## src/external_ref_positive_cfg.svh

```systemverilog
// Constants for the comparator reference control block
`ifndef REF_CTRL_CFG_SVH
`define REF_CTRL_CFG_SVH
`define CRC_ADDR_CTRL     12'h000
`define CRC_ADDR_STATUS   12'h004
`define CRC_IMPL_MASK     16'h07ff
`define CRC_RESET_VALUE   16'h0000
`define CRC_BIT_EXTSEL    10
`define CRC_BIT_BGSRC_HI  9
`define CRC_BIT_BGSRC_LO  8
`define CRC_BIT_PWR       7
`define CRC_BIT_PINOE     6
`define CRC_BIT_SUPPLY    5
`define CRC_BIT_LEVEL_HI  4
`define CRC_BIT_LEVEL_LO  0
`define CRC_CH_INTERNAL   2'h3
`define CRC_BG_BANDGAP    2'h0
`define CRC_BG_EXTPOS     2'h3
`define AXI_RESP_OKAY     2'h0
`define AXI_RESP_SLVERR   2'h2
`endif

```

## src/external_ref_positive_pkg.sv

```systemverilog
// Types shared by the comparator reference control block
package ref_ctrl_pkg;
  typedef struct packed {
    logic       power_on;
    logic       pin_connect;
    logic       supply_external;
    logic [4:0] level_code;
    logic       offer_external_pos;
  } ladder_ctrl_t;
  typedef struct packed {
    logic       cmp_ref_bandgap;
    logic       cmp_ref_extpos;
    logic       cmp_ref_ladder;
    logic       cmp_reserved;
  } cmp_ref_route_t;
  typedef enum logic [1:0] {
    BGSRC_BANDGAP = 2'h0,
    BGSRC_RSV1    = 2'h1,
    BGSRC_RSV2    = 2'h2,
    BGSRC_EXTPOS  = 2'h3
  } bgsrc_t;
endpackage

```

## src/cmp_reference_ctrl.sv

```systemverilog
// Comparator voltage reference control register with AXI4-Lite slave
//
// Local design decisions: the register addresses and register access over AXI4-Lite.
`timescale 1ns/1ps
`default_nettype none
`include "external_ref_positive_cfg.svh"
// Overview of operation
// Upper bits 15..11 read zero, writes to them ignored.
// External select bit offers positive external ref, else ladder, when ref select set.
// Band-gap field 00 gives band gap, 11 external positive; others reserved.
// Enable bit powers the reference circuit on; clear powers it down.
// Output-enable bit connects reference level to its dedicated pin.
// Supply-select bit picks external ref pair or analog supply/ground.
// Five-bit level code 0..31 forwarded to the ladder.
// All control bits reset to zero: powered down and disconnected.
// Software waits analog settling time after level changes.
// Channel select 11 puts the band-gap-field reference on inverting input.
// Writes update fields next edge; fields drive analog controls continuously. Here the controls are registered and follow the fields one edge later.
module cmp_reference_ctrl (
  input  wire logic        CLOCK,
  input  wire logic        RSTN,
  input  wire logic [11:0] S_AXI_AWADDR,
  input  wire logic        S_AXI_AWVALID,
  output logic             S_AXI_AWREADY,
  input  wire logic [31:0] S_AXI_WDATA,
  input  wire logic [3:0]  S_AXI_WSTRB,
  input  wire logic        S_AXI_WVALID,
  output logic             S_AXI_WREADY,
  output logic [1:0]       S_AXI_BRESP,
  output logic             S_AXI_BVALID,
  input  wire logic        S_AXI_BREADY,
  input  wire logic [11:0] S_AXI_ARADDR,
  input  wire logic        S_AXI_ARVALID,
  output logic             S_AXI_ARREADY,
  output logic [31:0]      S_AXI_RDATA,
  output logic [1:0]       S_AXI_RRESP,
  output logic             S_AXI_RVALID,
  input  wire logic        S_AXI_RREADY,
  input  wire logic        COMPARATOR_REF_SELECT,
  input  wire logic [1:0]  COMPARATOR_CHANNEL_SELECT,
  output logic             REF_POWER_ON,
  output logic             REF_PIN_CONNECT,
  output logic             LADDER_SUPPLY_EXTERNAL,
  output logic [4:0]       LADDER_LEVEL_CODE,
  output logic             NONINV_EXTERNAL_POS,
  output logic             NONINV_LADDER,
  output logic             INV_BANDGAP,
  output logic             INV_EXTERNAL_POS
);
  import ref_ctrl_pkg::*;

  logic        rst_meta_r;
  logic        rst_sync_r;
  logic [15:0] ctrl_r;
  logic [15:0] ctrl_nxt;
  logic        aw_held_r;
  logic [11:0] aw_addr_r;
  logic        w_held_r;
  logic [31:0] w_data_r;
  logic [3:0]  w_strb_r;
  logic        sel_r;
  logic [1:0]  ch_r;
  ladder_ctrl_t   ladder;
  cmp_ref_route_t route;

  // Reset release through two flops
  always_ff @(posedge CLOCK or negedge RSTN) begin
    if (!RSTN) begin
      rst_meta_r <= 1'b0;
      rst_sync_r <= 1'b0;
    end else begin
      rst_meta_r <= 1'b1;
      rst_sync_r <= rst_meta_r;
    end
  end
  wire logic rst_n = rst_sync_r;

  // Word-aligned register decode
  function automatic logic word_hit(input logic [11:0] addr, input logic [11:0] base);
    return addr[11:2] == base[11:2];
  endfunction

  // Write channel capture in either order
  wire logic aw_take   = S_AXI_AWVALID & S_AXI_AWREADY;
  wire logic w_take    = S_AXI_WVALID & S_AXI_WREADY;
  wire logic b_done    = S_AXI_BVALID & S_AXI_BREADY;
  wire logic wr_fire   = aw_held_r & w_held_r & ~S_AXI_BVALID;
  wire logic wr_hit    = word_hit(aw_addr_r, `CRC_ADDR_CTRL);
  wire logic wr_stat   = word_hit(aw_addr_r, `CRC_ADDR_STATUS);
  wire logic [15:0] lane_mask = {{8{w_strb_r[1]}}, {8{w_strb_r[0]}}};

  // masked update of implemented bits
  assign ctrl_nxt = (wr_fire & wr_hit)
                  ? (((ctrl_r & ~lane_mask) | (w_data_r[15:0] & lane_mask)) & `CRC_IMPL_MASK)
                  : ctrl_r;

  // Address held until the response is accepted
  always_ff @(posedge CLOCK or negedge rst_n) begin
    if (!rst_n) begin
      aw_held_r     <= 1'b0;
      aw_addr_r     <= 12'h000;
      S_AXI_AWREADY <= 1'b0;
    end else begin
      S_AXI_AWREADY <= ~aw_held_r & ~aw_take;
      if (aw_take) begin
        aw_held_r <= 1'b1;
        aw_addr_r <= S_AXI_AWADDR;
      end else if (b_done) begin
        aw_held_r <= 1'b0;
      end
    end
  end

  // Data held until the response is accepted
  always_ff @(posedge CLOCK or negedge rst_n) begin
    if (!rst_n) begin
      w_held_r     <= 1'b0;
      w_data_r     <= 32'h0000_0000;
      w_strb_r     <= 4'h0;
      S_AXI_WREADY <= 1'b0;
    end else begin
      S_AXI_WREADY <= ~w_held_r & ~w_take;
      if (w_take) begin
        w_held_r <= 1'b1;
        w_data_r <= S_AXI_WDATA;
        w_strb_r <= S_AXI_WSTRB;
      end else if (b_done) begin
        w_held_r <= 1'b0;
      end
    end
  end

  // Response once both halves are held
  always_ff @(posedge CLOCK or negedge rst_n) begin
    if (!rst_n) begin
      S_AXI_BVALID <= 1'b0;
      S_AXI_BRESP  <= `AXI_RESP_OKAY;
    end else if (wr_fire) begin
      S_AXI_BVALID <= 1'b1;
      S_AXI_BRESP  <= (wr_hit | wr_stat) ? `AXI_RESP_OKAY : `AXI_RESP_SLVERR;
    end else if (b_done) begin
      S_AXI_BVALID <= 1'b0;
    end
  end

  // reset to zero, powered down
  always_ff @(posedge CLOCK or negedge rst_n) begin
    if (!rst_n) begin
      ctrl_r <= `CRC_RESET_VALUE;
    end else begin
      ctrl_r <= ctrl_nxt;
    end
  end

  // Comparator selects come from the same clock domain
  always_ff @(posedge CLOCK or negedge rst_n) begin
    if (!rst_n) begin
      sel_r <= 1'b0;
      ch_r  <= 2'h0;
    end else begin
      sel_r <= COMPARATOR_REF_SELECT;
      ch_r  <= COMPARATOR_CHANNEL_SELECT;
    end
  end

  // Read channel: one read at a time
  wire logic ar_take = S_AXI_ARVALID & S_AXI_ARREADY;
  wire logic rd_ctrl = word_hit(S_AXI_ARADDR, `CRC_ADDR_CTRL);
  wire logic rd_stat = word_hit(S_AXI_ARADDR, `CRC_ADDR_STATUS);
  wire logic [31:0] stat_word = {24'h00_0000, route.cmp_reserved, route.cmp_ref_bandgap,
                                 route.cmp_ref_extpos, route.cmp_ref_ladder,
                                 ladder.offer_external_pos, ch_r, sel_r};
  // upper bits read as zero
  wire logic [31:0] rd_word = rd_ctrl ? {16'h0000, ctrl_r & `CRC_IMPL_MASK}
                            : rd_stat ? stat_word : 32'h0000_0000;

  always_ff @(posedge CLOCK or negedge rst_n) begin
    if (!rst_n) begin
      S_AXI_ARREADY <= 1'b0;
      S_AXI_RVALID  <= 1'b0;
      S_AXI_RDATA   <= 32'h0000_0000;
      S_AXI_RRESP   <= `AXI_RESP_OKAY;
    end else begin
      S_AXI_ARREADY <= ~S_AXI_RVALID & ~ar_take & ~S_AXI_ARREADY;
      if (ar_take) begin
        S_AXI_RVALID <= 1'b1;
        S_AXI_RDATA  <= rd_word;
        S_AXI_RRESP  <= (rd_ctrl | rd_stat) ? `AXI_RESP_OKAY : `AXI_RESP_SLVERR;
      end else if (S_AXI_RVALID & S_AXI_RREADY) begin
        S_AXI_RVALID <= 1'b0;
      end
    end
  end

  ref_route_decode u_route (
    .ctrl_word                 (ctrl_r),
    .comparator_ref_select     (sel_r),
    .comparator_channel_select (ch_r),
    .ladder                    (ladder),
    .route                     (route)
  );

  // registered ladder controls
  always_ff @(posedge CLOCK or negedge rst_n) begin
    if (!rst_n) begin
      REF_POWER_ON           <= 1'b0;
      REF_PIN_CONNECT        <= 1'b0;
      LADDER_SUPPLY_EXTERNAL <= 1'b0;
      LADDER_LEVEL_CODE      <= 5'h00;
    end else begin
      REF_POWER_ON           <= ladder.power_on;
      REF_PIN_CONNECT        <= ladder.pin_connect;
      LADDER_SUPPLY_EXTERNAL <= ladder.supply_external;
      LADDER_LEVEL_CODE      <= ladder.level_code;
    end
  end

  // registered comparator routing
  always_ff @(posedge CLOCK or negedge rst_n) begin
    if (!rst_n) begin
      NONINV_EXTERNAL_POS    <= 1'b0;
      NONINV_LADDER          <= 1'b0;
      INV_BANDGAP            <= 1'b0;
      INV_EXTERNAL_POS       <= 1'b0;
    end else begin
      NONINV_EXTERNAL_POS    <= ladder.offer_external_pos;
      NONINV_LADDER          <= route.cmp_ref_ladder;
      INV_BANDGAP            <= route.cmp_ref_bandgap;
      INV_EXTERNAL_POS       <= route.cmp_ref_extpos;
    end
  end
endmodule
`default_nettype wire

```

## src/external_ref_positive_route.sv

```systemverilog
// Decode of the comparator inverting/non-inverting reference route
`timescale 1ns/1ps
`default_nettype none
`include "external_ref_positive_cfg.svh"
module ref_route_decode (
  input  wire logic [15:0]                 ctrl_word,
  input  wire logic                        comparator_ref_select,
  input  wire logic [1:0]                  comparator_channel_select,
  output var ref_ctrl_pkg::ladder_ctrl_t   ladder,
  output var ref_ctrl_pkg::cmp_ref_route_t route
);
  import ref_ctrl_pkg::*;
  wire logic [1:0] bandgap_source_field = ctrl_word[`CRC_BIT_BGSRC_HI:`CRC_BIT_BGSRC_LO];
  wire logic       external_ref_select  = ctrl_word[`CRC_BIT_EXTSEL];
  wire logic       inv_internal         = comparator_channel_select == `CRC_CH_INTERNAL;
  // ladder controls
  assign ladder.power_on           = ctrl_word[`CRC_BIT_PWR];
  assign ladder.pin_connect        = ctrl_word[`CRC_BIT_PINOE];
  assign ladder.supply_external    = ctrl_word[`CRC_BIT_SUPPLY];
  assign ladder.level_code         = ctrl_word[`CRC_BIT_LEVEL_HI:`CRC_BIT_LEVEL_LO];
  // non-inverting source select
  assign ladder.offer_external_pos = comparator_ref_select & external_ref_select;
  assign route.cmp_ref_ladder      = comparator_ref_select & ~external_ref_select;
  // inverting input band-gap source
  assign route.cmp_ref_bandgap = inv_internal & (bandgap_source_field == `CRC_BG_BANDGAP);
  assign route.cmp_ref_extpos  = inv_internal & (bandgap_source_field == `CRC_BG_EXTPOS);
  assign route.cmp_reserved    = inv_internal & (bandgap_source_field != `CRC_BG_BANDGAP)
                                 & (bandgap_source_field != `CRC_BG_EXTPOS);
endmodule
`default_nettype wire

```

## config.mk

```make
export PLATFORM = sky130hd
export DESIGN_NAME = cmp_reference_ctrl
export DESIGN_NICKNAME = d
export VERILOG_FILES = /design/src/external_ref_positive_pkg.sv /design/src/cmp_reference_ctrl.sv /design/src/external_ref_positive_route.sv
export VERILOG_INCLUDE_DIRS = /design/src /design/src/src
export SDC_FILE = /design/constraint.sdc
export NUM_CORES = 1
export LEC_CHECK = 0
export BUFFER_PORTS_ARGS = -buffer_cell sky130_fd_sc_hd__buf_2
export CORE_ASPECT_RATIO = 1.5
export CORE_MARGIN = 8
export CORE_UTILIZATION = 47
export CTS_CLUSTER_SIZE = 30
export DETAILED_ROUTE_END_ITERATION = 10
export PLACE_DENSITY = 0.88
export SYNTH_ARGS = -nofsm -noshare
export SYNTH_HDL_FRONTEND = slang
export SYNTH_SLANG_ARGS = --single-unit
```

## constraint.sdc

```tcl
create_clock -name CLOCK -period 2.5 [get_ports CLOCK]
set_clock_uncertainty 0.1 [all_clocks]
set_input_delay 0.5 -clock CLOCK [delete_from_list [all_inputs] [get_ports CLOCK]]
set_output_delay 0.5 -clock CLOCK [all_outputs]
set_load 0.03 [all_outputs]
```

---- After elaboration in Yosys (flattened, before gate mapping) ----
Index checks and enable logic that the tools add are counted.
W data, S select, Z words.
storage, ports and cells
  logic and storage cells ................. 82
  register bits after elaboration ......... 96
  bits of input ports ..................... 70
cells by class
  bitwise operators ....................... 33
  eq/ne operators ......................... 5
  reduce and logical (&&, ||, !) cells .... 8
  muxes and demuxes ....................... 10
operators with widths
  kind                   number
  $and A11 B11 Y11       2
  $eq A10 B1 Y1 const B  2
  $logic_not A10 Y1      2
  $and A1 B1 Y1          18
  $mux W11               1
  $not A11 Y11           1
  $or A11 B11 Y11        1
  $reduce_bool A2 Y1     5
  $not A1 Y1             9
  $mux W8                1
  $mux W1                6
  $eq A2 B2 Y1 const B   2
  $mux W2                2
  $logic_not A2 Y1       1
  $ne A2 B2 Y1 const B   1
  $or A1 B1 Y1           2

---- Longest topological paths before layout ----
  word-level depth ........................ 5
  depth in mapped cells ................... 4
  depth with buffers taken out ............ 3

---- Cells and area by module ----
Synthesis repeated with hierarchy kept, for this count alone.
second synthesis, totals
  cells, all modules ...................... 216
  area total of the unflattened synthesis .. 2,875.3 um^2
by module, submodules not included
  module              instances  area each (um^2)  cells an instance
  cmp_reference_ctrl  1          2,773.9           200
  ref_route_decode    1          101.3             16

---- Worst setup path after synthesis ----
OpenSTA, ideal clock, no wires.
  path kind ............................... flip-flop to flip-flop
  start point ............................. register aw_addr_r[7]
  end point ............................... register (tool-made name)
  stages on the path, launching flop included .. 4
  data arrival time ....................... 1.750 ns
  setup slack ............................. 0.525 ns
  path buffers ............................ 0
  cells stage by stage .................... dfrtp_1 -> or4_4 -> nor4_4 -> mux2_2
RTL lines
  element                 line                       text
  from (decl)             cmp_reference_ctrl.sv:57   logic [11:0] aw_addr_r;
  from (signal assigned)  cmp_reference_ctrl.sv:101  aw_addr_r <= 12'h000;
  from (signal assigned)  cmp_reference_ctrl.sv:107  aw_addr_r <= S_AXI_AWADDR;

==> impl_metrics.toml <==
[global_route]
grt_pass1_wl_um = 9239
track_usage_pct = 13.39
grt_pass1_vias = 1990
antenna_found_initial = 1
grt_max_degree = 28
overflow = 0

[detailed_routing]
vias_per_cell = 4.921
wire_per_inst_um = 15.27
remaining_drc_errors = 0
firstDrtPassIters = 4
drt_iter0_markers = 83
antenna_left = 0
drt-total-wl_um = 5590
via_count = 1801

[pwr]
power_density_nw_per_um2 = 985.4
total_leakage_power_nw = 1.754
irDropWorstVdd_mv = 0.6148

[sta]
grt_setup_unrepaired = "false"
finalHoldViolations = 0
timing.final.ws_setup_ns = 0.4190
timing.final.max_slew_violations = 0
totalNegativeSetupSlack_ns = 0
slew_headroom_pct = 53.25
fmax_mhz = 480.5
period_share_pct = 83.24
period_minus_slack_ns = 2.081
setup_viol = 0
worstMarginPinSlew_ns = 0.6995

[final_layout]
area_growth_pct = 21.53
diodes = 0
drive_gt1_share_pct = 44.56
nets = 359

[synthesis]
synth_area_um2 = 2824
yosysSeqAreaShare_pct = 62.92
synth_area_per_cell_um2 = 13.51
netlist_instances = 209
ys_warn_count = 0
synth_seq_cells = 71
ys_types = 32

[clocking]
cts_tree = "built"
htreeDepth = 3
clk_latency_ns = 0.33
ctsLongestPathBuffers = 2
clk_pin_slew_ns = 0.07
cts_root_buf = "clkbuf_8"
clock-sinks = 71
cts_buffers = 9
cts_hold_buf = 1
post_cts_resize_count = 0
cts_setup_buffers = 0

[floorplan]
coreArea_um2 = 5786
ioPinCount = 123
num_rows = 34
start_util_pct = 48.81
die_y_um = 110.9
die_x_um = 79.29
die-area_um2 = 8796

[setup_path]
worstSetupStartpointType = "register"
cp_slowest_cell = "or4b_2"
end_kind = "register"
reg2reg_depth = 3
r2r_start = "aw_addr_r[3]$_DFFE_PN0P_"
crit_arrival_ns = 2.20
path_max_fanout = 4
cp.required_ns = 2.62
cp_cell_sequence = "or4b_2 > nor4_2 > mux2_2"
reg2reg_setup_slack_ns = 0.42
crit_type = "register to register"
startpoint = "aw_addr_r[3]$_DFFE_PN0P_"
max_stage_delay_ns = 0.70

[min_path]
hold_class = "register to asynchronous set/reset pin"

[job]
maxCapViolations = 0

[run_status]
status = "completed"

[placed_design]
hpwl_um = 4453
place_ws_ns = 0.3749
place_congestion = 0.8092
io_buffer_count = 72
==> cell usage in the layout, fill, tap and decap left out, types with 2 or more instances in the layout <==
cell type  instances
buf_2             72
dfrtp_1           70
mux2_2            35
conb_1            24
nand2_1           21
clkbuf_8           9
o31ai_1            8
inv_1              6
mux2i_1            5
nor3_1             4
o21ai_0            3
o41ai_1            3
bufinv_16          3
buf_4              3
a21oi_1            2
nor2_1             2
a32oi_1            2
clkinv_2           2
==> critical path: cells and delay by family (launching register included) <==
family | cells | cell delay (ns)
muxes | 1 | 0.40
and+or+nand+nor | 2 | 1.08
DFF | 1 | 0.39
==> through the flow <==
stage	util [%]	hold WS (ns)	cell area, µm²	instances	power, W
floorplan	-	0.1044	2907	231	0.002156
global placement	55.06	0.1087	3186	349	0.002291
detailed placement	55.06	0.1130	3186	349	0.002342
CTS	59.32	0.1206	3432	366	0.003414
global route	59.32	0.1551	3432	366	0.003566
finish	59.32	0.1103	3432	366	0.003382
==> layer usage <==
metal / up-vias / GRT usage (%) / wire length (µm)
met5: - / 0 / 8
met4: 2 / 7.578 / 98
met3: 10 / 6.088 / 720
met2: 85 / 22.23 / 2779
met1: 863 / 13.26 / 1984
li1: 841 / - / -
==> cell usage after synthesis <==
cell,instances,share of area [%]
or4b_1,1,0.35
or4b_2,1,0.35
a21oi_1,2,0.35
nor2b_1,1,0.22
o31ai_1,8,2.1
mux2_2,35,14
nor4_2,1,0.44
and3_1,1,0.22
clkbuf_1,5,0.66
dfrtp_1,71,63
nand4bb_1,1,0.40
a32oi_1,2,0.62
a22oi_1,1,0.27
and2_1,1,0.22
or3_1,1,0.22
nor2_1,2,0.27
o41ai_1,3,0.93
conb_1,2,0.27
buf_4,23,6.1
nand3b_1,1,0.27
buf_1,1,0.13
mux2i_1,5,1.8
nor4_4,1,0.75
o21ai_0,3,0.53
nand3_1,1,0.18
or4_4,1,0.40
nor4_1,1,0.22
nor3_1,4,0.71
xor2_1,1,0.31
or2_2,1,0.22
inv_1,6,0.80
nand2_1,21,2.8
==> kinds of logic (layout without fill, tap and decap cells) <==
kind of cell / count (synthesis) / in the layout / synth area share (%)
buffers and inverters: 35 / 98 / 7.709
AO/OA/AOI/OAI: 19 / 19 / 4.830
XOR/XNOR: 1 / 1 / 0.3102
other: 2 / 24 / 0.2659
AND/OR/NAND/NOR: 41 / 41 / 8.242
multiplexers: 40 / 40 / 15.73
flip-flops: 71 / 71 / 62.92
==> area by class of cell <==
cell class,instances,area (µm²)
clock buffers,10,127.6
clock inverters,6,108.9
fillers,484,2354
inverters,6,22.52
multi-input cells,125,912.1
flip-flops and latches,71,1778
well taps,72,90.09
repair buffers,76,392.9
==> where the power goes <==
part | switching, W | internal, W
sequential | 0.000173 | 0.00142
combinational | 0.000398 | 0.000314
clock | 0.000412 | 0.000661
==> worst min-delay path by stage <==
stage	endpoint	slack, ns	depth (start not counted)
after global routing	aw_addr_r[3]$_DFFE_PN0P_	0.16	0
after global placement	S_AXI_WREADY$_DFF_PN0_	0.11	0
after floorplan	rst_meta_r$_DFF_PN0_	0.10	0
final	S_AXI_WREADY$_DFF_PN0_	0.11	0
after detailed placement	S_AXI_WREADY$_DFF_PN0_	0.11	0
after CTS	S_AXI_WREADY$_DFF_PN0_	0.12	0
Power figures use the tool's default switching activity.
